## src/core/irq_map_cfg.svh

```systemverilog
// Constants for the interrupt request mapping and vector fetch logic
`ifndef IRQ_MAP_CFG_SVH
`define IRQ_MAP_CFG_SVH

// Request count and field widths
`define IRQ_COUNT        24
`define IRQ_NUM_W        5
`define IRQ_LEVEL_W      2

// Vector table: request 0 upper byte address, each request two bytes lower
`define IRQ_VEC_TOP      16'hFFFA
`define IRQ_VEC_STEP_SH  1

// Request numbers of each source
`define IRQ_EXT0         5'h00
`define IRQ_EXT1         5'h01
`define IRQ_EXT2         5'h02
`define IRQ_EXT3         5'h03
`define IRQ_UART_SIO     5'h04
`define IRQ_CT0_LO       5'h05
`define IRQ_CT0_HI       5'h06
`define IRQ_LIN_RX       5'h07
`define IRQ_LIN_TX       5'h08
`define IRQ_PPG1_LO      5'h09
`define IRQ_PPG1_HI      5'h0A
`define IRQ_UNUSED_A     5'h0B
`define IRQ_PPG0_HI      5'h0C
`define IRQ_PPG0_LO      5'h0D
`define IRQ_CT1_HI       5'h0E
`define IRQ_PPG16        5'h0F
`define IRQ_I2C          5'h10
`define IRQ_UNUSED_B     5'h11
`define IRQ_ADC          5'h12
`define IRQ_TBT          5'h13
`define IRQ_WATCH        5'h14
`define IRQ_UNUSED_C     5'h15
`define IRQ_CT1_LO       5'h16
`define IRQ_FLASH        5'h17

// Reset values
`define IRQ_NUM_RST      5'h00
`define IRQ_LEVEL_RST    2'h3
`define IRQ_ADDR_RST     16'h0000
`define IRQ_BYTE_RST     8'h00

`endif

```

## src/core/irq_map_pkg.sv

```systemverilog
// Types for the interrupt request mapping and vector fetch logic
package irq_map_pkg;

   // Vector fetch sequencer states
   typedef enum logic [1:0] {
      FETCH_IDLE = 2'b00,
      FETCH_HI   = 2'b01,
      FETCH_LO   = 2'b10,
      FETCH_FIN  = 2'b11
   } fetch_state_t;

   typedef logic [4:0] irq_num_t;
   typedef logic [1:0] irq_level_t;

endpackage

```

## src/core/irq_level_cell.sv

```systemverilog
// One stage of the pending request priority chain
`timescale 1ns/1ps
`default_nettype none

module irq_level_cell
   import irq_map_pkg::*;
#(
   parameter irq_num_t NUM = 5'h00
) (
   input  wire logic       req,
   input  wire irq_level_t level,
   input  wire logic       in_valid,
   input  wire irq_level_t in_level,
   input  wire irq_num_t   in_num,
   output logic            out_valid,
   output irq_level_t      out_level,
   output irq_num_t        out_num
);

   // Own request takes over on a better or equal level; chain runs high number to low
   wire take_own = req && (!in_valid || (level <= in_level));

   assign out_valid = in_valid | req;
   assign out_level = take_own ? level : in_level;
   assign out_num   = take_own ? NUM : in_num;

endmodule

`default_nettype wire

```

## src/core/irq_vector_priority_map.sv

```systemverilog
// Interrupt source mapping, same-level priority chain and vector fetch sequencer
`timescale 1ns/1ps
`default_nettype none
`include "irq_map_cfg.svh"

// Functional notes
// - Compound timer 0 lower half drives request 5, whose vector sits at FFF0 and FFF1.
// - Compound timer 0 upper half drives request 6, whose vector sits at FFEE and FFEF.
// - Compound timer 1 upper half drives request 14, whose vector sits at FFDE and FFDF.
// - Compound timer 1 lower half drives request 22, whose vector sits at FFCE and FFCF.
// - Pulse generator 1 lower half drives request 9 (FFE8) and upper half request 10 (FFE6).
// - Pulse generator 0 upper half drives request 12, whose vector sits at FFE2 and FFE3.
// - Pulse generator 0 lower half drives request 13, whose vector sits at FFE0 and FFE1.
// - Every request has a 2-bit level, and on equal level the lowest request number wins.
module irq_vector_priority_map
   import irq_map_pkg::*;
(
   input  wire logic        clk,
   input  wire logic        rstn,
   input  wire logic [7:0]  ext_int_req,
   input  wire logic        uart_sio_req,
   input  wire logic        ct0_lo_req,
   input  wire logic        ct0_hi_req,
   input  wire logic        lin_rx_req,
   input  wire logic        lin_tx_req,
   input  wire logic        ppg1_lo_req,
   input  wire logic        ppg1_hi_req,
   input  wire logic        ppg0_hi_req,
   input  wire logic        ppg0_lo_req,
   input  wire logic        ct1_hi_req,
   input  wire logic        ppg16_req,
   input  wire logic        i2c_req,
   input  wire logic        adc_req,
   input  wire logic        tbt_req,
   input  wire logic        watch_req,
   input  wire logic        ct1_lo_req,
   input  wire logic        flash_req,
   input  wire logic [47:0] level_fields,
   input  wire logic        cpu_ack,
   input  wire logic [7:0]  mem_rdata,
   output logic             irq_pending,
   output irq_num_t         irq_num,
   output irq_level_t       irq_level,
   output logic             mem_rd,
   output logic [15:0]      mem_addr,
   output logic             vec_valid,
   output logic [15:0]      vec_target,
   output irq_num_t         vec_num
);

   // Source to request number mapping
   logic [`IRQ_COUNT-1:0] req;
   always_comb begin
      req = '0;
      req[`IRQ_EXT0]     = ext_int_req[0] | ext_int_req[4];
      req[`IRQ_EXT1]     = ext_int_req[1] | ext_int_req[5];
      req[`IRQ_EXT2]     = ext_int_req[2] | ext_int_req[6];
      req[`IRQ_EXT3]     = ext_int_req[3] | ext_int_req[7];
      req[`IRQ_UART_SIO] = uart_sio_req;
      req[`IRQ_CT0_LO]   = ct0_lo_req;
      req[`IRQ_CT0_HI]   = ct0_hi_req;
      req[`IRQ_LIN_RX]   = lin_rx_req;
      req[`IRQ_LIN_TX]   = lin_tx_req;
      req[`IRQ_PPG1_LO]  = ppg1_lo_req;
      req[`IRQ_PPG1_HI]  = ppg1_hi_req;
      req[`IRQ_UNUSED_A] = 1'b0;
      req[`IRQ_PPG0_HI]  = ppg0_hi_req;
      req[`IRQ_PPG0_LO]  = ppg0_lo_req;
      req[`IRQ_CT1_HI]   = ct1_hi_req;
      req[`IRQ_PPG16]    = ppg16_req;
      req[`IRQ_I2C]      = i2c_req;
      req[`IRQ_UNUSED_B] = 1'b0;
      req[`IRQ_ADC]      = adc_req;
      req[`IRQ_TBT]      = tbt_req;
      req[`IRQ_WATCH]    = watch_req;
      req[`IRQ_UNUSED_C] = 1'b0;
      req[`IRQ_CT1_LO]   = ct1_lo_req;
      req[`IRQ_FLASH]    = flash_req;
   end

   // Priority chain from request 23 down to request 0
   logic       chain_valid [0:`IRQ_COUNT];
   irq_level_t chain_level [0:`IRQ_COUNT];
   irq_num_t   chain_num   [0:`IRQ_COUNT];

   assign chain_valid[`IRQ_COUNT] = 1'b0;
   assign chain_level[`IRQ_COUNT] = `IRQ_LEVEL_RST;
   assign chain_num[`IRQ_COUNT]   = `IRQ_NUM_RST;

   // Cell gi reads stage gi+1, so request 23 sits at the far end of the chain
   // and any lower numbered cell with an equal level takes over from it
   genvar gi;
   generate
      for (gi = 0; gi < `IRQ_COUNT; gi++) begin : g_chain
         irq_level_cell #(
            .NUM(irq_num_t'(gi))
         ) u_cell (
            .req      (req[gi]),
            .level    (level_fields[2*gi +: 2]),
            .in_valid (chain_valid[gi+1]),
            .in_level (chain_level[gi+1]),
            .in_num   (chain_num[gi+1]),
            .out_valid(chain_valid[gi]),
            .out_level(chain_level[gi]),
            .out_num  (chain_num[gi])
         );
      end
   endgenerate

   // Winner of the chain, lowest number on equal level
   wire        win_valid = chain_valid[0];
   irq_level_t win_level;
   irq_num_t   win_num;
   assign win_level = chain_level[0];
   assign win_num   = chain_num[0];

   // Registered outputs and sequencer state
   logic          irq_pending_reg;
   irq_num_t      irq_num_reg;
   irq_level_t    irq_level_reg;
   logic          mem_rd_reg;
   logic [15:0]   mem_addr_reg;
   logic          vec_valid_reg;
   logic [15:0]   vec_target_reg;
   irq_num_t      vec_num_reg;
   logic [7:0]    vec_hi_reg;
   irq_num_t      fetch_num_reg;
   fetch_state_t  state_reg;
   fetch_state_t  state_next;

   // Vector pair address of the request being fetched
   wire [15:0] fetch_offs  = {10'h000, fetch_num_reg, 1'b0};
   wire [15:0] fetch_upper = `IRQ_VEC_TOP - fetch_offs;
   wire [15:0] fetch_lower = fetch_upper | 16'h0001;
   wire [15:0] win_offs    = {10'h000, win_num, 1'b0};
   wire [15:0] win_upper   = `IRQ_VEC_TOP - win_offs;

   // Fetch starts only when the CPU accepts a pending request
   wire start_fetch = (state_reg == FETCH_IDLE) && cpu_ack && irq_pending_reg;

   // Next state of the vector fetch sequencer
   always_comb begin
      case (state_reg)
         FETCH_IDLE: state_next = start_fetch ? FETCH_HI : FETCH_IDLE;
         FETCH_HI:   state_next = FETCH_LO;
         FETCH_LO:   state_next = FETCH_FIN;
         FETCH_FIN:  state_next = FETCH_IDLE;
         default:    state_next = FETCH_IDLE;
      endcase
   end

   // Memory read strobe: upper byte in FETCH_HI, lower byte in FETCH_LO
   // Address holds through FETCH_LO and FETCH_FIN so the last read stays visible
   wire       mem_rd_next   = (state_next == FETCH_HI) || (state_next == FETCH_LO);
   wire [15:0] mem_addr_next = start_fetch ? win_upper :
                               (state_reg == FETCH_HI) ? fetch_lower : mem_addr_reg;

   // Pending request status toward the CPU
   always_ff @(posedge clk) begin
      if (!rstn) begin
         irq_pending_reg <= 1'b0;
         irq_num_reg     <= `IRQ_NUM_RST;
         irq_level_reg   <= `IRQ_LEVEL_RST;
      end else begin
         irq_pending_reg <= win_valid;
         irq_num_reg     <= win_num;
         irq_level_reg   <= win_level;
      end
   end

   // Sequencer state and memory port
   always_ff @(posedge clk) begin
      if (!rstn) begin
         state_reg     <= FETCH_IDLE;
         mem_rd_reg    <= 1'b0;
         mem_addr_reg  <= `IRQ_ADDR_RST;
         fetch_num_reg <= `IRQ_NUM_RST;
      end else begin
         state_reg    <= state_next;
         mem_rd_reg   <= mem_rd_next;
         mem_addr_reg <= mem_addr_next;
         if (start_fetch) begin
            fetch_num_reg <= win_num;                            // Latched so a change cannot split the pair
         end
      end
   end

   // Byte capture: upper byte first, lower byte completes the vector
   always_ff @(posedge clk) begin
      if (!rstn) begin
         vec_hi_reg     <= `IRQ_BYTE_RST;
         vec_valid_reg  <= 1'b0;
         vec_target_reg <= `IRQ_ADDR_RST;
         vec_num_reg    <= `IRQ_NUM_RST;
      end else begin
         vec_valid_reg <= (state_reg == FETCH_FIN);
         if (state_reg == FETCH_LO) begin
            vec_hi_reg <= mem_rdata;
         end
         if (state_reg == FETCH_FIN) begin
            vec_target_reg <= {vec_hi_reg, mem_rdata};
            vec_num_reg    <= fetch_num_reg;
         end
      end
   end

   // Output drive
   assign irq_pending = irq_pending_reg;
   assign irq_num     = irq_num_reg;
   assign irq_level   = irq_level_reg;
   assign mem_rd      = mem_rd_reg;
   assign mem_addr    = mem_addr_reg;
   assign vec_valid   = vec_valid_reg;
   assign vec_target  = vec_target_reg;
   assign vec_num     = vec_num_reg;

endmodule

`default_nettype wire

```

## config.mk

```make
export PLATFORM = sky130hd
export DESIGN_NAME = irq_vector_priority_map
export DESIGN_NICKNAME = d
export VERILOG_FILES = /design/src/core/irq_map_pkg.sv /design/src/core/irq_level_cell.sv /design/src/core/irq_vector_priority_map.sv
export VERILOG_INCLUDE_DIRS = /design/src /design/src/core
export SDC_FILE = /design/constraint.sdc
export NUM_CORES = 1
export LEC_CHECK = 0
export ABC_AREA = 1
export BUFFER_PORTS_ARGS = -buffer_cell sky130_fd_sc_hd__buf_2
export CORE_MARGIN = 2
export CORE_UTILIZATION = 50
export CTS_CLUSTER_DIAMETER = 40
export CTS_CLUSTER_SIZE = 28
export DETAILED_ROUTE_END_ITERATION = 10
export HOLD_SLACK_MARGIN = 0.08
export PLACE_DENSITY_LB_ADDON = 0.05
export RECOVER_POWER = 50
export SETUP_SLACK_MARGIN = 0.15
export SKIP_LAST_GASP = 1
export SYNTH_ARGS = -nofsm -noshare
export SYNTH_HDL_FRONTEND = slang
export SYNTH_SLANG_ARGS = --single-unit
```

## constraint.sdc

```tcl
create_clock -name clk -period 42.8 [get_ports clk]
set_input_delay 8.56 -clock clk [delete_from_list [all_inputs] [get_ports clk]]
set_output_delay 8.56 -clock clk [all_outputs]
set_load 0.02 [all_outputs]
```

==> impl_metrics.sql, run 1 <==
INSERT INTO impl_metrics (metric_group, metric, value, unit) VALUES
('outcome', 'status', 'complete, no violations', ''),
('power', 'p_clk_share', '13.5', '%'),
('power', 'total_leakage_power', '2.747', 'nW'),
('clock_network', 'clock_tree.root_cell', 'sky130_fd_sc_hd__clkbuf_8', ''),
('final_layout', 'area.growth.synth_to_final', '16.88', '%'),
('power', 'power.sequential.fraction', '28.9', '%'),
('drt', 'drt-wirelength-per-cell', '10.81', 'µm'),
('clock_network', 'post-cts-setup-buffers', '0', ''),
('drt', 'via_count', '4133', ''),
('drt', 'antenna_violating_nets_post_route', '0', ''),
('drt', 'number_of_design_rule_violations_left_by_the_first_detailed_router_iteration', '113', ''),
('setup_path', 'crit_top_cell', 'sky130_fd_sc_hd__nand2_2', ''),
('final_layout', 'antenna-diode-count', '0', ''),
('die', 'ioPinCount', '131', ''),
('placement', 'port_buffers', '124', ''),
('power', 'p_comb_share', '57.7', '%'),
('grt', 'global_route.usage.total', '21.34', '%'),
('timing', 'final_period_utilization', '65.10', '%'),
('clock_network', 'cts_inserted_buffers', '5', ''),
('placement', 'post-place-ws', '14640', 'ps'),
('setup_path', 'max_fo_critical_path', '13', ''),
('setup_path', 'critPathMaxStageDelay', '320', 'ps'),
('clock_network', 'post_cts.resized_instances', '0', ''),
('logic_synthesis', 'share_of_synthesized_flip_flops_with_an_asynchronous_set_or_reset', '0', '%'),
('final_layout', 'layout.cells.most_common', 'sky130_fd_sc_hd__inv_1', ''),
('logic_synthesis', 'yosys_warn_count', '0', ''),
('timing', 'finalCriticalPeriod', '27860', 'ps'),
('final_layout', 'largest_register_ff_count', '16', ''),
('drt', 'final_routed_wirelength_across_all_metal_layers', '9264', 'µm'),
('timing', 'worst-slew-pin-transition', '1482', 'ps'),
('placement', 'gp_congestion', '0.8431', ''),
('grt', 'globalRoute.totalOverflow', '0', ''),
('grt', 'antenna_found_initial', '1', ''),
('die', 'rows', '33', ''),
('timing', 'finalHoldViolations', '0', ''),
('drt', 'dr.pass1.iters', '4', ''),
('timing', 'setup_viol', '0', ''),
('logic_synthesis', 'yosys.cell_types.count', '32', ''),
('final_layout', 'finalNetCount', '865', ''),
('timing', 'timing.final.max_slew_violations', '0', ''),
('setup_path', 'critPathKind', 'in2reg', ''),
('clock_network', 'ctsLongestPathBuffers', '2', ''),
('clock_network', 'cts_tree', 'done', ''),
('timing', 'timing.max_slew.rel_slack', '1.168', '%'),
('clock_network', 'cts_max_level', '2', ''),
('setup_path', 'end_kind', 'register', ''),
('drt', 'post_drt_via_cell_ratio', '4.823', ''),
('grt', 'grt_start_max_net_pins', '43', ''),
('die', 'design.die.area', '9001', 'µm²'),
('die', 'floorplan.initialDensity', '51.02', '%'),
('clock_network', 'tritoncts_num_sinks', '54', ''),
('power', 'net-switching-power', '89.32', 'µW'),
('clock_network', 'clk_latency', '300', 'ps'),
('min_path', 'hold_path.class', 'reg2reg', ''),
('power', 'vdd.ir_drop.worst', '17.26', 'µV'),
('placement', 'hpwl_dp', '7707', 'µm'),
('power', 'power_density', '40.34', 'nW/µm²'),
('timing', 'setup_slack', '14940', 'ps'),
('power', 'internal_power', '105.4', 'µW'),
('timing', 'tns', '0', 'ps'),
('setup_path', 'cp-start-kind', 'primary input', ''),
('grt', 'first_global_vias', '3876', ''),
('timing', 'finClkSkew', '6.491', 'ps'),
('power', 'power.switching_fraction', '45.88', '%'),
('timing', 'fmaxAchievable', '35.89', 'MHz'),
('logic_synthesis', 'synth-edff-count', '0', ''),
('die', 'core_area', '8093', 'µm²'),
('logic_synthesis', 'yosys_register_bits', '54', ''),
('clock_network', 'clk_pin_slew', '90', 'ps'),
('final_layout', 'mostFrequentLayoutCells', '108 x sky130_fd_sc_hd__inv_1, 107 x sky130_fd_sc_hd__nor2_1, 106 x sky130_fd_sc_hd__buf_2', ''),
('grt', 'first_pass_grt_wire_length', '15850', 'µm');
-- cell type report --
cell class,instances,area (µm²)
clock buffers,7,76.32
fillers,851,3267
inverters,113,424.2
multi-input cells,454,2515
flip-flops and latches,54,1081
well taps,105,131.4
repair buffers,124,598.1
-- cell families (layout without fill, tap and decap cells) --
| group | count (synthesis) | in the layout | share of synthesized area [%] |
|---|---|---|---|
| adder cells (fa/ha/maj) | 29 | 29 | 8.788 |
| flip-flops | 54 | 54 | 26.18 |
| AO/OA/AOI/OAI | 105 | 105 | 13.64 |
| AND/OR/NAND/NOR | 320 | 320 | 38.48 |
| buffers and inverters | 132 | 244 | 12.91 |
-- power by group through the flow --
stage	clock, mW	combinational (mW)	sequential (mW)
2_1_floorplan	0	0.0870	0.0611
3_5_place_dp	0	0.113	0.0573
3_3_place_gp	0	0.109	0.0573
5_1_grt	0.0288	0.129	0.0567
4_1_cts	0.0269	0.113	0.0562
6_report	0.0262	0.112	0.0563
-- cells in the mapped netlist, types with 10 or more instances --
| master | count | share of area, % |
|---|---|---|
| sky130_fd_sc_hd__dfxtp_1 | 54 | 26 |
| sky130_fd_sc_hd__o21ai_0 | 69 | 8.4 |
| sky130_fd_sc_hd__a21oi_1 | 21 | 2.5 |
| sky130_fd_sc_hd__nand2_2 | 43 | 6.5 |
| sky130_fd_sc_hd__nand3_1 | 40 | 4.8 |
| sky130_fd_sc_hd__nand2_1 | 88 | 8.0 |
| sky130_fd_sc_hd__nor2_1 | 107 | 9.7 |
| sky130_fd_sc_hd__nand3_2 | 19 | 4.6 |
| sky130_fd_sc_hd__inv_1 | 108 | 9.8 |
| sky130_fd_sc_hd__ha_1 | 29 | 8.8 |
| sky130_fd_sc_hd__clkbuf_1 | 10 | 0.91 |
| sky130_fd_sc_hd__nand2_4 | 10 | 2.7 |
-- per-stage QoR --
step	instances	power, mW	util (%)	hold WS (ps)	instance area (µm²)
after floorplan	640	0.1481	-	434.0	4129
after global placement	850	0.1663	58.97	453.6	4772
after detailed placement	850	0.1704	58.97	464.1	4772
after CTS	857	0.1966	59.91	475.4	4848
after global routing	857	0.2146	59.63	497.8	4826
final	857	0.1947	59.63	479.8	4826
-- critical path, delay by kind of cell --
kind	cells	cell delay (ps)
and+or+nand+nor	72	6330
adders and majority gates	21	5990
AOI/OAI and AO/OA	40	5440
buffers and inverters	24	1710
-- path summary, 6_finish.rpt --
path	from	cells after the start	to	slack, ps
setup / recovery	flash_req	157	mem_addr[4]	14940
hold / removal	fetch_num_reg[0]	2	vec_num[0]	480
setup reg to reg	state_reg[0]	11	mem_addr[4]	40710
hold reg to reg	fetch_num_reg[0]	2	vec_num[0]	480
-- per-layer routing --
| metal | vias to the layer above | global-route usage (%) | wire (µm) |
|---|---|---|---|
| met5 | - | 0 | 7 |
| met4 | 2 | 6.763 | 189 |
| met3 | 15 | 3.352 | 422 |
| met2 | 80 | 39.60 | 4571 |
| met1 | 1808 | 24.89 | 4073 |
| li1 | 2228 | - | - |
Note: power is estimated with default switching activity, not from simulation.
==> run 2, diff against run 1 <==
==> constraint.sdc (replaced) <==
create_clock -name clk -period 26.2 [get_ports clk]
set_input_delay 5.24 -clock clk [delete_from_list [all_inputs] [get_ports clk]]
set_output_delay 5.24 -clock clk [all_outputs]
set_load 0.02 [all_outputs]
==> run 2 against run 1 <==
Net effect: via count up 0.15%; hold slack better by 3.8 ps; clock skew down 1.8 ps; sequential share of layout area decreased by 0.16 points; first-iteration DRC count is 11% higher; final cell count unchanged; critical path depth rose by 7; register-to-register slack got worse by 17000 ps; global-route usage increased by 0.087 points; count of clock-buffer cells in the layout is the same; largest power group unchanged.
==> impl_metrics.sql, run 2 (synthesized netlist as in run 1, its figures left out) <==
INSERT INTO impl_metrics (metric_group, metric, value, unit) VALUES
('timing', 'fmaxAchievable', '42.42', 'MHz'),
('die', 'dieHeight', '94.88', 'µm'),
('grt', 'global_route.usage.total', '21.42', '%'),
('setup_path', 'path_delay_family', 'simple AND/OR/NAND/NOR gates', ''),
('clock_network', 'cts_max_level', '2', ''),
('min_path', 'hold_path.class', 'reg2reg', ''),
('timing', 'timing.max_slew.rel_slack', '5.019', '%'),
('drt', 'post_drt_via_cell_ratio', '4.830', ''),
('timing', 'worst-slew-pin-transition', '1425', 'ps'),
('clock_network', 'post-cts-setup-buffers', '0', ''),
('die', 'core_area', '8093', 'µm²'),
('final_layout', 'layout.cells.most_common', 'sky130_fd_sc_hd__inv_1', ''),
('final_layout', 'largest_register_ff_count', '16', ''),
('job', 'cap_violations', '0', ''),
('timing', 'final_period_utilization', '89.98', '%'),
('drt', 'via_count', '4139', ''),
('setup_path', 'critical_path.n_buffers_inverters', '23', ''),
('final_layout', 'finalNetCount', '865', ''),
('drt', 'post-route-drc-count', '0', ''),
('setup_path', 'critPathKind', 'in2reg', ''),
('die', 'ioPinCount', '131', ''),
('grt', 'first_global_vias', '3870', ''),
('clock_network', 'clk_pin_slew', '90', 'ps'),
('clock_network', 'cts_inserted_buffers', '5', ''),
('placement', 'hpwl_dp', '7697', 'µm'),
('timing', 'setup_viol', '0', ''),
('power', 'vdd.ir_drop.worst', '29.44', 'µV'),
('final_layout', 'area.growth.synth_to_final', '17.73', '%'),
('placement', 'port_buffers', '124', ''),
('drt', 'antenna_violating_nets_post_route', '0', ''),
('setup_path', 'crit_top_cell', 'sky130_fd_sc_hd__nand2_2', ''),
('setup_path', 'critPathArrivalTime', '23770', 'ps'),
('die', 'floorplan.die.width', '94.88', 'µm'),
('clock_network', 'clk_latency', '300', 'ps'),
('final_layout', 'mostFrequentLayoutCells', '107 x sky130_fd_sc_hd__inv_1, 106 x sky130_fd_sc_hd__buf_2, 105 x sky130_fd_sc_hd__nor2_1', ''),
('timing', 'hold_ws', '483.6', 'ps'),
('power', 'total_leakage_power', '2.757', 'nW'),
('outcome', 'status', 'complete, no violations', ''),
('grt', 'antenna_found_initial', '1', ''),
('timing', 'finClkSkew', '4.707', 'ps'),
('clock_network', 'holdBufCountCts', '0', ''),
('timing', 'tns', '0', 'ps'),
('die', 'floorplan.initialDensity', '51.02', '%'),
('clock_network', 'ctsLongestPathBuffers', '2', ''),
('drt', 'final_routed_wirelength_across_all_metal_layers', '9137', 'µm'),
('clock_network', 'clock_tree.root_cell', 'sky130_fd_sc_hd__clkbuf_8', ''),
('timing', 'finalCriticalPeriod', '23570', 'ps'),
('die', 'rows', '33', ''),
('clock_network', 'tritoncts_num_sinks', '54', ''),
('setup_path', 'max_fo_critical_path', '13', ''),
('grt', 'grt_start_max_net_pins', '43', ''),
('timing', 'grt_setup_unrepaired', 'no', ''),
('power', 'power_density', '66.32', 'nW/µm²'),
('final_layout', 'antenna-diode-count', '0', ''),
('setup_path', 'end_kind', 'register', ''),
('final_layout', 'share_of_layout_cells_above_drive_strength_1', '27.13', '%'),
('drt', 'dr.pass1.iters', '4', ''),
('setup_path', 'crit_slowest_cell', 'sky130_fd_sc_hd__ha_1', ''),
('grt', 'first_pass_grt_wire_length', '15970', 'µm'),
('setup_path', 'cp-start-kind', 'primary input', ''),
('clock_network', 'post_cts.resized_instances', '0', ''),
('die', 'design.die.area', '9001', 'µm²'),
('timing', 'timing.final.max_slew_violations', '0', ''),
('grt', 'globalRoute.totalOverflow', '0', ''),
('timing', 'setup_slack', '2626', 'ps'),
('clock_network', 'cts_tree', 'done', ''),
('timing', 'finalHoldViolations', '0', ''),
('setup_path', 'critPathMaxStageDelay', '310', 'ps'),
('setup_path', 'required', '26400', 'ps'),
('drt', 'number_of_design_rule_violations_left_by_the_first_detailed_router_iteration', '125', ''),
('drt', 'drt-wirelength-per-cell', '10.66', 'µm'),
('placement', 'post-place-ws', '1313', 'ps'),
('placement', 'gp_congestion', '0.8431', '');
run 2: cell count changes in the layout (fill, tap and decap cells not counted):
cell / delta
sky130_fd_sc_hd__inv_1: -1
sky130_fd_sc_hd__nor2_1: -2
sky130_fd_sc_hd__o21ai_2: +4
sky130_fd_sc_hd__inv_2: +1
sky130_fd_sc_hd__nand2_4: +2
sky130_fd_sc_hd__nand2_1: -2
sky130_fd_sc_hd__nor2_2: +2
sky130_fd_sc_hd__o21ai_1: +11
sky130_fd_sc_hd__o21ai_0: -15
run 2: final cells by class:
| type | count | area [µm²] |
|---|---|---|
| flip-flops and latches | 54 | 1081 |
| well taps | 105 | 131.4 |
| fillers | 826 | 3232 |
| repair buffers | 124 | 598.1 |
| clock buffers | 7 | 76.32 |
| multi-input cells | 454 | 2550 |
| inverters | 113 | 424.2 |
run 2: worst min-delay path, cell delays in order (launching register included):
cell                      delay (ps)
sky130_fd_sc_hd__dfxtp_1         300
sky130_fd_sc_hd__inv_1            70
sky130_fd_sc_hd__a21oi_1          60
run 2: final timing paths:
check | startpoint | to | slack, ps | depth (start not counted)
min reg2reg | fetch_num_reg[0] | vec_num[0] | 480 | 2
min | fetch_num_reg[0] | vec_num[0] | 480 | 2
max reg2reg | state_reg[0] | mem_addr[4] | 24090 | 11
max | flash_req | mem_addr[4] | 2630 | 164
run 2: power by group:
part,leakage [nW],internal [mW],switching [mW]
clock,0.0383,0.0185,0.0238
combinational,2.28,0.0673,0.121
sequential,0.440,0.0889,0.00298
total,2.76,0.175,0.148
run 2: metrics by stage:
| stage | cell area (µm²) | utilization, % | total power [mW] | std cells |
|---|---|---|---|---|
| detailed placement | 4772 | 58.97 | 0.2786 | 850 |
| floorplan | 4129 | - | 0.2420 | 640 |
| finish | 4861 | 60.06 | 0.3224 | 857 |
| global route | 4861 | 60.06 | 0.3559 | 857 |
| global placement | 4772 | 58.97 | 0.2717 | 850 |
| CTS | 4848 | 59.91 | 0.3211 | 857 |
run 2: metal layers:
metal  GRT usage (%)  part of all wire (%)  up-vias
li1                -                     -     2234
met1           24.90                    43     1804
met2           40.48                    50       84
met3           3.352                   5.0       15
met4           5.556                   1.7        2
met5               0                  0.13        -
==> run 3, diff against run 2 <==
--- a/config.mk
+++ b/config.mk
@@ -9,7 +9,7 @@
 export ABC_AREA = 1
 export BUFFER_PORTS_ARGS = -buffer_cell sky130_fd_sc_hd__buf_2
 export CORE_MARGIN = 2
-export CORE_UTILIZATION = 50
+export CORE_UTILIZATION = 52
 export CTS_CLUSTER_DIAMETER = 40
 export CTS_CLUSTER_SIZE = 28
 export DETAILED_ROUTE_END_ITERATION = 10
==> constraint.sdc (replaced) <==
create_clock -name clk -period 24.6 [get_ports clk]
set_input_delay 4.92 -clock clk [delete_from_list [all_inputs] [get_ports clk]]
set_output_delay 4.92 -clock clk [all_outputs]
set_load 0.02 [all_outputs]
==> run 3 against run 2 <==
Net effect: register-to-register slack lost 1600 ps; total power grew 14%; via count grew 3.5%; critical endpoint is now mem_addr[5]; largest power group unchanged.
==> impl_metrics.sql, run 3 (synthesized netlist as in run 1, its figures left out) <==
INSERT INTO impl_metrics (metric_group, metric, value, unit) VALUES
('setup_path', 'critPathMaxStageDelay', '310', 'ps'),
('clock_network', 'cts_max_level', '2', ''),
('setup_path', 'required', '24790', 'ps'),
('final_layout', 'layout.cells.non_filler', '863', ''),
('clock_network', 'clk_pin_slew', '100', 'ps'),
('timing', 'setup_viol', '0', ''),
('setup_path', 'timing.rr.start', 'state_reg[0]', ''),
('grt', 'first_pass_grt_wire_length', '16110', 'µm'),
('die', 'design.die.area', '8669', 'µm²'),
('setup_path', 'critical_path.n_buffers_inverters', '20', ''),
('placement', 'hpwl_dp', '7615', 'µm'),
('min_path', 'whs_endpoint', 'vec_num[0]', ''),
('grt', 'first_global_vias', '3936', ''),
('timing', 'fmaxAchievable', '44.14', 'MHz'),
('die', 'floorplan.die.width', '93.11', 'µm'),
('drt', 'dr.pass1.iters', '6', ''),
('outcome', 'status', 'complete, no violations', ''),
('placement', 'placed_cells_incl_taps', '847', ''),
('final_layout', 'share_of_layout_cells_above_drive_strength_1', '30.35', '%'),
('setup_path', 'crit_top_cell', 'sky130_fd_sc_hd__nand2_2', ''),
('setup_path', 'r2r_slack', '22480', 'ps'),
('timing', 'finalHoldViolations', '0', ''),
('die', 'ioPinCount', '131', ''),
('die', 'floorplan.initialDensity', '53.43', '%'),
('setup_path', 'cp_num_cells', '167', ''),
('die', 'rows', '32', ''),
('grt', 'grt_start_max_net_pins', '43', ''),
('final_layout', 'mostFrequentLayoutCells', '107 x sky130_fd_sc_hd__inv_1, 106 x sky130_fd_sc_hd__buf_2, 102 x sky130_fd_sc_hd__nor2_1', ''),
('final_layout', 'area.growth.synth_to_final', '21.33', '%'),
('die', 'core_area', '7727', 'µm²'),
('clock_network', 'cts_inserted_buffers', '5', ''),
('setup_path', 'timing.critical_path.from', 'flash_req', ''),
('clock_network', 'tritoncts_num_sinks', '54', ''),
('setup_path', 'cp-start-kind', 'primary input', ''),
('final_layout', 'layout.cells.most_common', 'sky130_fd_sc_hd__inv_1', ''),
('grt', 'antenna_found_initial', '0', ''),
('timing', 'finalCriticalPeriod', '22660', 'ps'),
('grt', 'globalRoute.totalOverflow', '0', ''),
('timing', 'timing.final.max_slew_violations', '0', ''),
('timing', 'timing.max_slew.rel_slack', '4.593', '%'),
('power', 'finalPower', '367.8', 'µW'),
('drt', 'via_count', '4283', ''),
('power', 'vdd.ir_drop.worst', '36.85', 'µV'),
('min_path', 'worstHoldStart', 'fetch_num_reg[0]', ''),
('placement', 'placed_area', '4768', 'µm²'),
('drt', 'final_routed_wirelength_across_all_metal_layers', '9448', 'µm'),
('min_path', 'worstHoldPathCells', '2', ''),
('final_layout', 'finalNetCount', '873', ''),
('setup_path', 'path_delay_family', 'simple AND/OR/NAND/NOR gates', ''),
('timing', 'finClkSkew', '15.11', 'ps'),
('drt', 'post-route-drc-count', '0', ''),
('timing', 'worst-slew-pin-transition', '1431', 'ps'),
('setup_path', 'critPathArrivalTime', '22850', 'ps'),
('timing', 'hold_ws', '479.5', 'ps'),
('final_layout', 'antenna-diode-count', '0', ''),
('clock_network', 'clk_latency', '320', 'ps'),
('power', 'total_leakage_power', '2.834', 'nW'),
('drt', 'post_drt_via_cell_ratio', '4.963', ''),
('clock_network', 'clock_tree.root_cell', 'sky130_fd_sc_hd__clkbuf_8', ''),
('job', 'cap_violations', '0', ''),
('setup_path', 'critPathKind', 'in2reg', ''),
('final_layout', 'largest_register_ff_count', '16', ''),
('setup_path', 'r2r.worst_path.cells', '11', ''),
('setup_path', 'crit_slowest_cell', 'sky130_fd_sc_hd__ha_1', ''),
('grt', 'global_route.usage.total', '22.08', '%'),
('drt', 'number_of_design_rule_violations_left_by_the_first_detailed_router_iteration', '135', ''),
('placement', 'port_buffers', '124', ''),
('final_layout', 'final_util', '64.83', '%'),
('timing', 'final_period_utilization', '92.10', '%'),
('drt', 'drt-wirelength-per-cell', '10.95', 'µm'),
('min_path', 'hold_path.class', 'reg2reg', ''),
('final_layout', 'stdcell_area', '5010', 'µm²'),
('die', 'dieHeight', '93.11', 'µm'),
('setup_path', 'worstReg2RegEnd', 'mem_addr[4]', ''),
('setup_path', 'max_fo_critical_path', '8', ''),
('drt', 'antenna_violating_nets_post_route', '0', ''),
('power', 'power_density', '73.42', 'nW/µm²'),
('setup_path', 'end_kind', 'register', ''),
('clock_network', 'cts_tree', 'done', ''),
('placement', 'gp_congestion', '0.8750', ''),
('clock_network', 'ctsLongestPathBuffers', '2', '');
-- run 3: through the flow --
step                setup WS [ps]  TNS (ps)
floorplan                    2555         0
global placement            861.8         0
detailed placement          53.37         0
CTS                         368.5         0
global route               -18.10    -18.10
finish                       1943         0
-- run 3: worst max-delay path by stage --
stage                  end  slack (ps)
2_1_floorplan  mem_addr[4]        2550
3_3_place_gp   mem_addr[4]         860
3_5_place_dp   mem_addr[4]          50
4_1_cts        mem_addr[4]         370
5_1_grt        mem_addr[5]         -20
6_report       mem_addr[5]        1940
-- run 3: cell type report --
cell class	count	area (µm²)
sequential	54	1081
multi-input combinational	454	2624
timing repair buffer	132	655.6
tap	102	127.6
inverter	113	424.2
fill	738	2718
clock buffer	5	68.82
clock inverter	3	28.78
-- run 3: power breakdown --
| part | total, mW | internal [mW] | switching, mW |
|---|---|---|---|
| logic | 0.219 | 0.0816 | 0.138 |
| clock network | 0.0508 | 0.0211 | 0.0297 |
| registers | 0.0977 | 0.0947 | 0.00295 |
| total | 0.368 | 0.197 | 0.170 |
-- run 3: worst min-delay path: cells and delay by family, from the launching register on --
kind / cells / cell delay, ps
compound gates: 1 / 60
flops: 1 / 310
buf+inv: 1 / 70
-- run 3: layer usage --
layer  vias to the layer above  part of all wire, %  track usage (%)  wire length (µm)
met4                         0                  1.8            5.270               166
met3                        20                  4.5            3.143               422
met1                      1900                   44            26.90              4179
met5                         -                    0                0                 0
li1                       2253                    -                -                 -
met2                       110                   50            40.82              4680
-- run 3: what timing repair did --
| item | CTS | global route |
|---|---|---|
| resized for setup | 0 | 52 |
| hold buffers | 0 | 0 |
| setup endpoints to repair | 0 | 18 |
| setup buffers | 0 | 8 |
